--- src/rtl/ehcc_pkg.sv ---
// constants and types of the host command control block
package ehcc_pkg;
  localparam int       CMD_RUN_BIT      = 0;
  localparam int       CMD_RESET_BIT    = 1;
  localparam int       CMD_FLS_LO       = 2;
  localparam int       CMD_FLS_HI       = 3;
  localparam int       CMD_PSE_BIT      = 4;
  localparam int       STS_HALT_BIT     = 12;
  localparam logic [1:0] FLS_1024       = 2'h0;
  localparam logic [1:0] FLS_512        = 2'h1;
  localparam logic [1:0] FLS_256        = 2'h2;
  localparam logic [1:0] FLS_RSVD       = 2'h3;
  localparam int       FRINDEX_W        = 14;
  localparam int       LIST_IDX_W       = 10;
  // frame index bits 12:3 address a 1024-entry list
  localparam int       IDX_LSB          = 3;
  // soft reset length in cycles (chosen)
  localparam logic [3:0] RESET_CYCLES   = 4'h8;
  typedef enum logic [1:0] {EHCC_HALTED, EHCC_RUNNING, EHCC_DRAINING} ehcc_state_t;
endpackage

--- src/rtl/ehcc_command_control.sv ---
// command register lower fields, soft reset and run/stop control
`timescale 1ns/1ps
`default_nettype none
module ehcc_command_control
  import ehcc_pkg::*;
(
  // clock and chip reset
  input  wire logic                  core_clk,
  input  wire logic                  srst,
  // command register write/read port
  input  wire logic                  cmd_wr,
  input  wire logic [31:0]           cmd_wdata,
  output logic      [31:0]           host_command_reg,
  output logic      [31:0]           host_status_reg,
  // capability strap
  input  wire logic                  programmable_frame_list_cap,
  // schedule engine side
  input  wire logic                  pipeline_busy,
  input  wire logic [FRINDEX_W-1:0]  frame_index,
  output logic                       periodic_fetch_en,
  output logic      [LIST_IDX_W-1:0] list_index,
  output logic                       controller_halted,
  // reset effects on core and ports
  output logic                       core_reset,
  output logic                       abort_transaction,
  output logic                       port_owner_companion,
  output logic                       bus_reset_drive
);
  logic       run_stop;
  logic       periodic_sched_enable;
  logic [1:0] frame_list_size;
  logic       controller_soft_reset;
  logic [3:0] rst_cnt;
  logic       cap_sync1;
  logic       cap;
  ehcc_state_t state;

  // capability strap crosses in through two flops
  always_ff @(posedge core_clk) begin
    cap_sync1 <= programmable_frame_list_cap;
    cap       <= cap_sync1;
  end

  // soft reset sequencer; zero writes cannot end it early
  always_ff @(posedge core_clk) begin
    if (srst) begin
      controller_soft_reset <= 1'b0;
      rst_cnt               <= 4'h0;
    end else if (controller_soft_reset) begin
      if (rst_cnt == RESET_CYCLES - 4'h1) begin
        controller_soft_reset <= 1'b0;
        rst_cnt               <= 4'h0;
      end else begin
        rst_cnt <= rst_cnt + 4'h1;
      end
    end else if (cmd_wr && cmd_wdata[CMD_RESET_BIT]) begin
      controller_soft_reset <= 1'b1;
      rst_cnt               <= 4'h0;
    end
  end

  // operational fields; soft reset restores defaults
  always_ff @(posedge core_clk) begin
    if (srst || controller_soft_reset) begin
      run_stop              <= 1'b0;
      periodic_sched_enable <= 1'b0;
      frame_list_size       <= FLS_1024;
    end else if (cmd_wr) begin
      run_stop              <= cmd_wdata[CMD_RUN_BIT];
      periodic_sched_enable <= cmd_wdata[CMD_PSE_BIT];
      // size only moves when capable and code is legal
      if (cap && cmd_wdata[CMD_FLS_HI:CMD_FLS_LO] != FLS_RSVD) begin
        frame_list_size <= cmd_wdata[CMD_FLS_HI:CMD_FLS_LO];
      end
    end
  end

  // run/stop machine: drain pipeline before halting
  // the drain state has no time limit; a stuck engine keeps the
  // controller out of halted, which is safer than dropping work
  always_ff @(posedge core_clk) begin
    if (srst || controller_soft_reset) begin
      state <= EHCC_HALTED;
    end else begin
      unique case (state)
        EHCC_HALTED:   if (run_stop) state <= EHCC_RUNNING;
        EHCC_RUNNING:  if (!run_stop) state <= EHCC_DRAINING;
        EHCC_DRAINING: if (!pipeline_busy) state <= EHCC_HALTED;
        // the fourth code of the state word is unused; fall back to halted
        default:       state <= EHCC_HALTED;
      endcase
    end
  end

  // halted is zero whenever run is set
  assign controller_halted = (state == EHCC_HALTED) && !run_stop;
  assign periodic_fetch_en = periodic_sched_enable && (state == EHCC_RUNNING);
  assign core_reset           = controller_soft_reset;
  assign abort_transaction    = controller_soft_reset;
  assign port_owner_companion = controller_soft_reset;
  assign bus_reset_drive      = 1'b0;

  // register read views
  always_comb begin
    host_command_reg = 32'h0;
    host_command_reg[CMD_RUN_BIT]           = run_stop;
    host_command_reg[CMD_RESET_BIT]         = controller_soft_reset;
    host_command_reg[CMD_FLS_HI:CMD_FLS_LO] = frame_list_size;
    host_command_reg[CMD_PSE_BIT]           = periodic_sched_enable;
    host_status_reg = 32'h0;
    host_status_reg[STS_HALT_BIT]           = controller_halted;
  end

  ehcc_index_sel u_index_sel (
    .frame_index     (frame_index),
    .frame_list_size (frame_list_size),
    .list_index      (list_index)
  );
endmodule
`default_nettype wire

--- src/rtl/ehcc_index_sel.sv ---
// frame list index selection from the frame index counter
`timescale 1ns/1ps
`default_nettype none
module ehcc_index_sel
  import ehcc_pkg::*;
(
  // inputs
  input  wire logic [FRINDEX_W-1:0]  frame_index,
  input  wire logic [1:0]            frame_list_size,
  // output
  output logic      [LIST_IDX_W-1:0] list_index
);
  logic [LIST_IDX_W-1:0] raw;
  assign raw = frame_index[IDX_LSB +: LIST_IDX_W];
  // upper index bits masked for smaller lists
  always_comb begin
    unique case (frame_list_size)
      FLS_512: list_index = raw & 10'h1ff;
      FLS_256: list_index = raw & 10'h0ff;
      default: list_index = raw;
    endcase
  end
endmodule
`default_nettype wire

--- config.mk ---
export PLATFORM = sky130hd
export DESIGN_NAME = ehcc_command_control
export DESIGN_NICKNAME = d
export VERILOG_FILES = /design/src/rtl/ehcc_pkg.sv /design/src/rtl/ehcc_command_control.sv /design/src/rtl/ehcc_index_sel.sv
export SDC_FILE = /design/constraint.sdc
export NUM_CORES = 1
export LEC_CHECK = 0
export BUFFER_PORTS_ARGS = -buffer_cell sky130_fd_sc_hd__buf_2
export CORE_ASPECT_RATIO = 1.25
export CORE_MARGIN = 3
export CORE_UTILIZATION = 36
export CTS_CLUSTER_SIZE = 12
export DETAILED_ROUTE_END_ITERATION = 16
export HOLD_SLACK_MARGIN = 0.03
export PLACE_DENSITY = 0.95
export RECOVER_POWER = 25
export SYNTH_ARGS = -nofsm -noshare
export SYNTH_HDL_FRONTEND = slang
export SYNTH_SLANG_ARGS = --single-unit
--- constraint.sdc ---
create_clock -name core_clk -period 3.2 [get_ports core_clk]
set_input_delay 0.32 -clock core_clk [delete_from_list [all_inputs] [get_ports core_clk]]
set_output_delay 0.32 -clock core_clk [all_outputs]
set_load 0.02 [all_outputs]
==> impl_metrics.yaml, run 1 <==
run_status:
  outcome: "finished, final reports clean"
grt:
  grt_max_degree: 16
  grt_pass1_wl_mm: 2.24
  grt.total_usage_pct: 7.84
  grt_pass1_vias: 506
  antenna_found_initial: 0
  overflow: 0
worst_setup_path:
  ff2ff_path_depth: 3
  worst_ep_required_time_ns: 2.88
  worst_setup_path_end_kind: "output port"
  crit_arrival_ns: 1.28
  reg2reg_to: "rst_cnt[3]$_SDFFE_PP0P_"
  worst-path-max-fanout: 2
  worstSetupPathType: "flip-flop to output port"
  reg2reg_from: "abort_transaction$_SDFF_PP0_"
  reg2reg_slack_ns: 1.86
  crit_path_start_kind: "flip-flop"
  startpoint: "frame_list_size[1]$_SDFFE_PP0P_"
sta:
  setup_viol: 0
  fin_ws_ns: 1.60
  tightest_slew_ns: 0.562
  holdWs_ns: 0.141
  tns_ns: 0
  finalCritPeriodShare_pct: 50.1
  grt_setup_unrepaired: "no"
  slew-limit-headroom_pct: 62.5
  clock.fmax_ghz: 0.624
  period_needed_ns: 1.60
  finalHoldViolCount: 0
  skew_ns: 0.00393
  slew_viol_final: 0
yosys:
  synth.distinct_cells: 27
  syn_avg_cell_area_um2: 8.41
  syn_inst: 131
  seq_area_frac_synth_pct: 23.6
  netlist_area_mm2: 0.00110
  ys_ff_latch: 13
  yosysWarnings: 0
cts:
  clk_latency_ns: 0.27
  clock_sinks: 13
  cts_inserted_buffers: 3
  cts_resized: 0
  cts_tree: "done"
  cts_hold_buf: 0
  cts_root_buf: "clkbuf_4"
  clk_pin_slew_ns: 0.08
  h-tree-depth: 1
  ctsLongestPathBuffers: 2
  cts_setup_buffers: 0
drt:
  drc: 0
  drt_pre_antenna_iters: 4
  vias: 673
  via_per_inst: 3.82
  ant_nets: 0
  drtIter0Drc: 10
  wirelength_mm: 1.54
  wire_per_inst_um: 8.74
worst_hold_path:
  min_from: "programmable_frame_list_cap"
  hold_class: "input port to flip-flop"
  min_to: "cap_sync1$_DFF_P_"
  min_path_cells: 1
final_layout:
  n_antenna_cell: 0
  area_growth_pct: -14.2
  fin_util_pct: 33.6
  final_common_cell: "conb_1"
  nFillCells: 305
  fin_nets: 196
  final_cell_mix: "conb_1, buf_2, dfxtp_1"
  layout-drive-gt1-share_pct: 21.1
power_and_ir_drop:
  ir_worst_vdd_mv: 0.142
  p_leak_nw: 0.514
  cellPowerDensity_mw_per_mm2: 412
floorplanning:
  die_w_um: 55.5
  initial_core_util_pct: 39.2
  io_pins: 131
  fp.dieArea_mm2: 0.00377
  num_rows: 21
  die_y_um: 67.9
  core_mm2: 0.00281
placed_design:
  dp_slack_ns: 1.86
  io_buffers: 24
  place.gp.congestion: 0.720
  dp_hpwl_mm: 1.28
flow_run:
  cap_violations: 0
==> layout make-up <==
| cell class | count | area [um2] | area share (%) |
|---|---|---|---|
| repair buffers | 24 | 120 | 12.7 |
| inverters | 3 | 11.3 | 1.19 |
| multi-input cells | 98 | 485 | 51.3 |
| well taps | 34 | 42.5 | 4.50 |
| flip-flops and latches | 13 | 260 | 27.5 |
| clock buffers | 4 | 26.3 | 2.78 |
==> power by group <==
part	total (mW)	internal, mW	leakage [nW]	switching, mW
Combinational	0.114	0.0218	0.393	0.0918
Clock	0.100	0.0483	0.0150	0.0521
Sequential	0.176	0.168	0.106	0.00782
Total	0.390	0.238	0.514	0.152
==> cell usage after synthesis <==
library cell	instances	area, um2
a21boi_0	1	7.51
a21oi_1	2	10.0
a21oi_4	1	16.3
a22oi_1	1	7.51
a311oi_1	1	8.76
a31oi_1	1	6.26
and2_1	1	6.26
buf_4	73	548
buf_6	1	11.3
clkbuf_1	1	3.75
conb_1	1	3.75
dfxtp_1	13	260
ha_1	2	25.0
inv_1	3	11.3
mux2i_1	2	20.0
nand2_1	5	18.8
nand2b_4	1	13.8
nand3_1	2	10.0
nand3b_1	3	22.5
nor2_1	6	22.5
nor3_1	4	20.0
nor4b_1	1	8.76
o211a_1	1	10.0
o21a_1	1	7.51
o21ai_0	1	5.00
o221a_2	1	11.3
or3_1	1	6.26
==> layer usage <==
layer	track usage (%)	share of wire, %	vias to the layer above
li1	-	-	313
met1	7.94	32	287
met2	12.4	46	61
met3	2.64	17	12
met4	8.21	4.4	0
met5	0	0	-
==> worst max path at each step <==
stage                               to  slack (ns)  cells after the start
6_report                 list_index[8]        1.60                      4
5_1_grt                  list_index[8]        1.50                      4
4_1_cts                  list_index[8]        1.58                      4
3_5_place_dp   rst_cnt[3]$_SDFFE_PP0P_        1.86                      3
3_3_place_gp   rst_cnt[3]$_SDFFE_PP0P_        1.89                      3
2_1_floorplan      host_status_reg[12]        1.74                      2
==> registers in the layout, summed over array words and instances, names as in the netlist <==
| signal | count |
|---|---|
| cap | 1 |
| rst_cnt | 4 |
| cap_sync1 | 1 |
| periodic_sched_enable | 1 |
| frame_list_size | 2 |
| run_stop | 1 |
| abort_transaction | 1 |
| state | 2 |
==> critical path: stages (launching register included) <==
cell and delay, ns:
dfxtp_1 0.33, inv_1 0.05, ha_1 0.28, o21a_1 0.18
buf_2 0.15
==> kinds of logic after synthesis <==
kind of cell               after synthesis  share of synthesized area, %
AOI/OAI and AO/OA                       11                          8.17
adders and majority gates                2                          2.27
buffers and inverters                   78                          52.1
DFF                                     13                          23.6
muxes                                    2                          1.82
other                                    1                         0.340
and+or+nand+nor                         24                          11.7
==> through the flow <==
step	area [um2]	power (mW)	cells
5_1_grt	946	0.413	176
6_report	946	0.390	176
3_5_place_dp	920	0.292	172
3_3_place_gp	920	0.291	172
2_1_floorplan	1320	0.349	189
4_1_cts	946	0.395	176
No activity file was read; power rests on OpenSTA's default activity.
==> run 2: changes to the inputs <==
--- a/config.mk
+++ b/config.mk
@@ -5,14 +5,15 @@
 export SDC_FILE = /design/constraint.sdc
 export NUM_CORES = 1
 export LEC_CHECK = 0
+export ABC_AREA = 1
 export BUFFER_PORTS_ARGS = -buffer_cell sky130_fd_sc_hd__buf_2
 export CORE_ASPECT_RATIO = 1.25
 export CORE_MARGIN = 3
-export CORE_UTILIZATION = 36
+export CORE_UTILIZATION = 30
 export CTS_CLUSTER_SIZE = 12
 export DETAILED_ROUTE_END_ITERATION = 16
 export HOLD_SLACK_MARGIN = 0.03
-export PLACE_DENSITY = 0.95
+export PLACE_DENSITY = 0.87
 export RECOVER_POWER = 25
 export SYNTH_ARGS = -nofsm -noshare
 export SYNTH_HDL_FRONTEND = slang
==> constraint.sdc (replaced) <==
create_clock -name core_clk -period 1.4 [get_ports core_clk]
set_input_delay 0.14 -clock core_clk [delete_from_list [all_inputs] [get_ports core_clk]]
set_output_delay 0.14 -clock core_clk [all_outputs]
set_load 0.02 [all_outputs]
==> run 2 against run 1 <==
  * Die area increased by 17%
  * Global-route usage decreased by 1.5 points
  * Register-to-register slack got worse by 1.5 ns
==> impl_metrics.yaml, run 2 <==
final_layout:
  design_area_mm2: 0.00100
  regMostFlops: "rst_cnt"
  n_antenna_cell: 0
  largest_reg_flops: 4
  instances_no_fill: 201
  final_common_cell: "conb_1"
  largestRegisters: "rst_cnt: 4 flops, frame_list_size: 2 flops, state: 2 flops"
  layout-drive-gt1-share_pct: 20.7
  area_growth_pct: -8.44
  final_cell_mix: "conb_1, buf_2, nand2_1"
  fin_nets: 218
yosys:
  netlist_top_cells_count: "buf_4, nand2_1, dfxtp_1"
  synth.largest_area_cell: "buf_4"
  syn_avg_cell_area_um2: 7.32
  synth-edff-count: 0
  synth_top_cell_area_share_pct: 49.9
  seq_area_frac_synth_pct: 23.7
  synth_area_leaders: "buf_4, dfxtp_1, nand2_1, nor2_1, a21oi_1"
  synthArstFlopShare_pct: 0
  synth.distinct_cells: 17
  yosysMostFrequentCell: "buf_4"
  synthFlopType: "dfxtp_1"
  netlist_area_mm2: 0.00110
  yosysWarnings: 0
  syn_inst: 150
  ys_ff_latch: 13
worst_setup_path:
  worstSetupPathType: "flip-flop to output port"
  max_stage_delay_ns: 0.40
  crit_arrival_ns: 1.20
  path_cells: "ha_4, o21a_1, buf_4"
  crit_path_start_kind: "flip-flop"
  reg2reg_slack_ns: 0.41
  worst-path-max-fanout: 3
  worst_ep_required_time_ns: 1.26
  worst_setup_path_end_kind: "output port"
  slowest_stage: "dfxtp_1"
drt:
  ant_nets: 0
  drtIter0Drc: 12
  wire_per_inst_um: 7.73
  vias: 707
  drt_pre_antenna_iters: 4
  via_per_inst: 3.52
  drc: 0
  wirelength_mm: 1.55
floorplanning:
  fp.dieArea_mm2: 0.00442
  core_mm2: 0.00337
  io_pins: 131
  die_w_um: 60.1
  num_rows: 23
  die_y_um: 73.6
  initial_core_util_pct: 32.6
cts:
  cts_inserted_buffers: 3
  clock_sinks: 13
  ctsLongestPathBuffers: 2
  cts_tree: "done"
  h-tree-depth: 1
  cts_root_buf: "clkbuf_8"
  clk_pin_slew_ns: 0.05
  cts_setup_buffers: 0
  clk_latency_ns: 0.24
sta:
  period_needed_ns: 1.34
  skew_ns: 0.00166
  grt_setup_unrepaired: "no"
  finalCritPeriodShare_pct: 95.5
  holdWs_ns: 0.0975
  setup_viol: 0
  tns_ns: 0
  finalHoldViolCount: 0
  slew_viol_final: 0
  clock.fmax_ghz: 0.748
power_and_ir_drop:
  p_leak_nw: 0.563
  finalPower_mw: 1.03
  ir_worst_vdd_mv: 0.409
  cellPowerDensity_mw_per_mm2: 1030
run_status:
  outcome: "finished, final reports clean"
placed_design:
  io_buffers: 24
  dp_hpwl_mm: 1.32
  dp_cells: 196
  post_dp_cell_area_um2: 933
  place.gp.congestion: 0.748
grt:
  grt_pass1_vias: 528
  antenna_found_initial: 0
  grt.total_usage_pct: 6.36
  overflow: 0
  grt_pass1_wl_mm: 2.07
  grt_max_degree: 10
worst_hold_path:
  hold_class: "input port to flip-flop"
flow_run:
  cap_violations: 0
==> run 2: kinds of logic after synthesis <==
family	Yosys count	share of synthesized area, %
buffers and inverters	83	53.4
AND/OR/NAND/NOR	38	14.1
AO/OA/AOI/OAI	13	6.16
flip-flops	13	23.7
adder cells (fa/ha/maj)	2	2.28
other	1	0.342
==> run 2: area by class of cell <==
cell class              instances  area, um2
fillers                       370       2360
inverters                      10       37.5
repair buffers                 25        133
well taps                      37       46.3
flip-flops and latches         13        262
multi-input cells             112        482
clock buffers                   4       45.0
==> run 2: report_power, final <==
part	internal, mW	switching, mW
clock network	0.201	0.131
registers	0.389	0.0181
logic	0.0610	0.235
total	0.650	0.384
==> run 2: critical path, delay by kind of cell (launching register included) <==
| kind | cells | cell delay (ns) |
|---|---|---|
| AOI/OAI and AO/OA | 1 | 0.18 |
| DFF | 1 | 0.40 |
| buffers and inverters | 1 | 0.15 |
| adders and majority gates | 1 | 0.23 |
==> run 2: what timing repair did <==
item                                    4_1_cts  5_1_grt
endpoints found under the setup margin        0        1
hold endpoints to repair                      1        0
hold buffers                                  1        0
resized for setup                             0        3
==> run 2: through the flow <==
stage	util, %	worst slack (ns)
floorplan	-	0.119
detailed placement	27.7	0.282
finish	29.8	0.0626
global route	29.8	0.0205
global placement	27.7	0.280
CTS	29.4	0.0129
==> run 2: routing by layer <==
| layer | vias to the layer above | global-route usage [%] | wire length, um |
|---|---|---|---|
| met1 | 288 | 6.56 | 546 |
| met5 | - | 0 | 0 |
| met3 | 4 | 2.99 | 269 |
| met2 | 60 | 10.1 | 711 |
| met4 | 0 | 4.19 | 26 |
| li1 | 355 | - | - |
==> run 2: path summary, 6_finish.rpt <==
| kind | from | endpoint | depth (start not counted) |
|---|---|---|---|
| max | frame_list_size[0]$_SDFFE_PP0P_ | list_index[8] | 3 |
| min | srst | rst_cnt[1]$_SDFFE_PP0P_ | 2 |
| max reg2reg | abort_transaction$_SDFF_PP0_ | rst_cnt[0]$_SDFFE_PP0P_ | 5 |
| min reg2reg | cap_sync1$_DFF_P_ | cap$_DFF_P_ | 0 |
==> run 3: changes to the inputs <==
--- a/config.mk
+++ b/config.mk
@@ -5,7 +5,6 @@
 export SDC_FILE = /design/constraint.sdc
 export NUM_CORES = 1
 export LEC_CHECK = 0
-export ABC_AREA = 1
 export BUFFER_PORTS_ARGS = -buffer_cell sky130_fd_sc_hd__buf_2
 export CORE_ASPECT_RATIO = 1.25
 export CORE_MARGIN = 3
==> run 3 against run 2 <==
  * Wire length decreased by 1.1%
  * Sequential share of layout area grew 0.065 points
  * Critical path depth up 1
  * Sequential cell count stayed put
  * Register-to-register slack got worse by 0.31 ns
  * Clock power about the same
  * Via count is 5.7% lower
  * Fmax is 1.5% higher
  * Core utilization shrank 1.3 points
  * Cell count is 9.0% lower
  * Global-route usage rose by 0.092 points
==> impl_metrics.yaml, run 3 (synthesis gave the netlist of run 1 again) <==
final_layout:
  layout-drive-gt1-share_pct: 22.9
  register_area_um2: 262
  final_cell_mix: "conb_1, buf_2, dfxtp_1"
  design_area_mm2: 0.00100
  final_common_cell: "conb_1"
  nFillCells: 383
  largest_reg_flops: 4
  largestRegisters: "rst_cnt: 4 flops, frame_list_size: 2 flops, state: 2 flops"
  fin_nets: 198
  n_antenna_cell: 0
  area_growth_pct: -9.08
  regMostFlops: "rst_cnt"
  multi_input_area_um2: 498
floorplanning:
  fp.dieArea_mm2: 0.00444
  core_mm2: 0.00351
  initial_core_util_pct: 31.4
  die_y_um: 73.8
  io_pins: 131
  die_w_um: 60.2
  num_rows: 24
grt:
  overflow: 0
  grt_pass1_vias: 504
  grt.total_usage_pct: 6.46
  grt_max_degree: 11
  grt_pass1_wl_mm: 2.08
  antenna_found_initial: 0
drt:
  vias: 667
  via_per_inst: 3.64
  ant_nets: 0
  drt_pre_antenna_iters: 6
  drtIter0Drc: 11
  wirelength_mm: 1.54
  wire_per_inst_um: 8.40
  drc: 0
worst_setup_path:
  reg2reg_to: "rst_cnt[3]$_SDFFE_PP0P_"
  ff2ff_path_depth: 4
  crit_path_start_kind: "flip-flop"
  slowest_stage: "dfxtp_2"
  worst_setup_path_end_kind: "output port"
  worst_ep_required_time_ns: 1.26
  worst-path-max-fanout: 2
  max_stage_delay_ns: 0.31
  reg2reg_from: "rst_cnt[0]$_SDFFE_PP0P_"
  crit_arrival_ns: 1.18
  reg2reg_slack_ns: 0.10
  worstSetupPathType: "flip-flop to output port"
  path_cells: "inv_1, ha_4, o21a_1, buf_2"
worst_hold_path:
  min_path_cells: 2
  min_from: "cmd_wdata[3]"
  min_to: "frame_list_size[1]$_SDFFE_PP0P_"
  hold_class: "input port to flip-flop"
sta:
  skew_ns: 0.00186
  tns_ns: 0
  setup_viol: 0
  finalHoldViolCount: 0
  clock.fmax_ghz: 0.759
  finalCritPeriodShare_pct: 94.1
  grt_setup_unrepaired: "no"
  holdWs_ns: 0.158
  period_needed_ns: 1.32
  slew_viol_final: 0
cts:
  clock_sinks: 13
  cts_tree: "done"
  cts_root_buf: "clkbuf_8"
  clk_pin_slew_ns: 0.06
  clk_latency_ns: 0.24
  ctsLongestPathBuffers: 2
  h-tree-depth: 1
  cts_inserted_buffers: 3
power_and_ir_drop:
  seqPwrFrac_pct: 40.0
  p_int_mw: 0.642
  swShare_pct: 35.8
  pwr-share-comb_pct: 27.1
  p_clk_share_pct: 32.9
  ir_worst_vdd_mv: 0.597
  p_sw_mw: 0.358
  cellPowerDensity_mw_per_mm2: 997
  p_leak_nw: 0.533
placed_design:
  post_dp_cell_area_um2: 933
  place.gp.congestion: 0.681
  io_buffers: 24
  dp_hpwl_mm: 1.29
run_status:
  outcome: "finished, final reports clean"
flow_run:
  cap_violations: 0
## run 3: changes by cell type in the layout (fill, tap and decap cells not counted), sizes merged, moves of 2 or more
cell | before | now
nand2 | 22 | 5
inv | 10 | 3
nor2 | 12 | 6
o21ai | 6 | 1
a21oi | 6 | 3
nor3 | 1 | 4
mux2i | 0 | 2
nand3b | 1 | 3
## run 3: worst max path at each step
stage / from / endpoint / slack (ns) / cells past startpoint
final: frame_list_size[1]$_SDFFE_PP0P_ / list_index[8] / 0.08 / 4
after global routing: frame_list_size[0]$_SDFFE_PP0P_ / list_index[8] / 0.03 / 3
after CTS: frame_list_size[1]$_SDFFE_PP0P_ / list_index[8] / 0.02 / 4
after detailed placement: rst_cnt[0]$_SDFFE_PP0P_ / rst_cnt[3]$_SDFFE_PP0P_ / 0.11 / 4
after global placement: rst_cnt[0]$_SDFFE_PP0P_ / rst_cnt[3]$_SDFFE_PP0P_ / 0.17 / 4
after floorplan: run_stop$_SDFFE_PP0P_ / host_status_reg[12] / 0.12 / 2
## run 3: timing repair
| action | 4_1_cts | 5_1_grt |
|---|---|---|
| buffers inserted | 0 | 0 |
| endpoints found under the hold margin | 1 | 0 |
| endpoints found under the setup margin | 0 | 2 |
| hold buffers | 1 | 0 |
| resized for setup | 0 | 2 |
## run 3: power by group through the flow
stage | clock network [mW] | logic, mW | registers [mW]
floorplan | 0 | 0.389 | 0.409
global placement | 0 | 0.262 | 0.407
detailed placement | 0 | 0.264 | 0.407
CTS | 0.344 | 0.267 | 0.399
global route | 0.362 | 0.295 | 0.402
finish | 0.329 | 0.271 | 0.400
## run 3: metal layers
layer	wire [um]	part of all wire [%]	global-route usage, %	vias to the layer above
li1	-	-	-	316
met1	455	30	5.36	294
met2	808	53	11.8	53
met3	251	16	2.64	4
met4	21	1.4	4.68	0
met5	0	0	0	-
## run 3: per-stage QoR
stage | total power, mW | cells | setup slack, ns | util (%)
finish | 0.999 | 183 | 0.0819 | 28.5
global route | 1.06 | 183 | 0.0282 | 28.5
CTS | 1.01 | 183 | 0.0190 | 28.1
detailed placement | 0.672 | 178 | 0.108 | 26.6
global placement | 0.668 | 178 | 0.173 | 26.6
floorplan | 0.798 | 189 | 0.123 | -
## run 3: critical path: cells and delay by family (launching register included)
kind	cells	cell delay, ns
adders and majority gates	1	0.21
buffers and inverters	2	0.25
AOI/OAI and AO/OA	1	0.17
DFF	1	0.31
## run 3: cell type report
type,count,share of cell area [%]
Multi-Input combinational cell,98,49.7
Sequential cell,13,26.1
Tap cell,39,4.87
Timing Repair Buffer,26,13.7
Clock buffer,4,4.49
Inverter,3,1.12
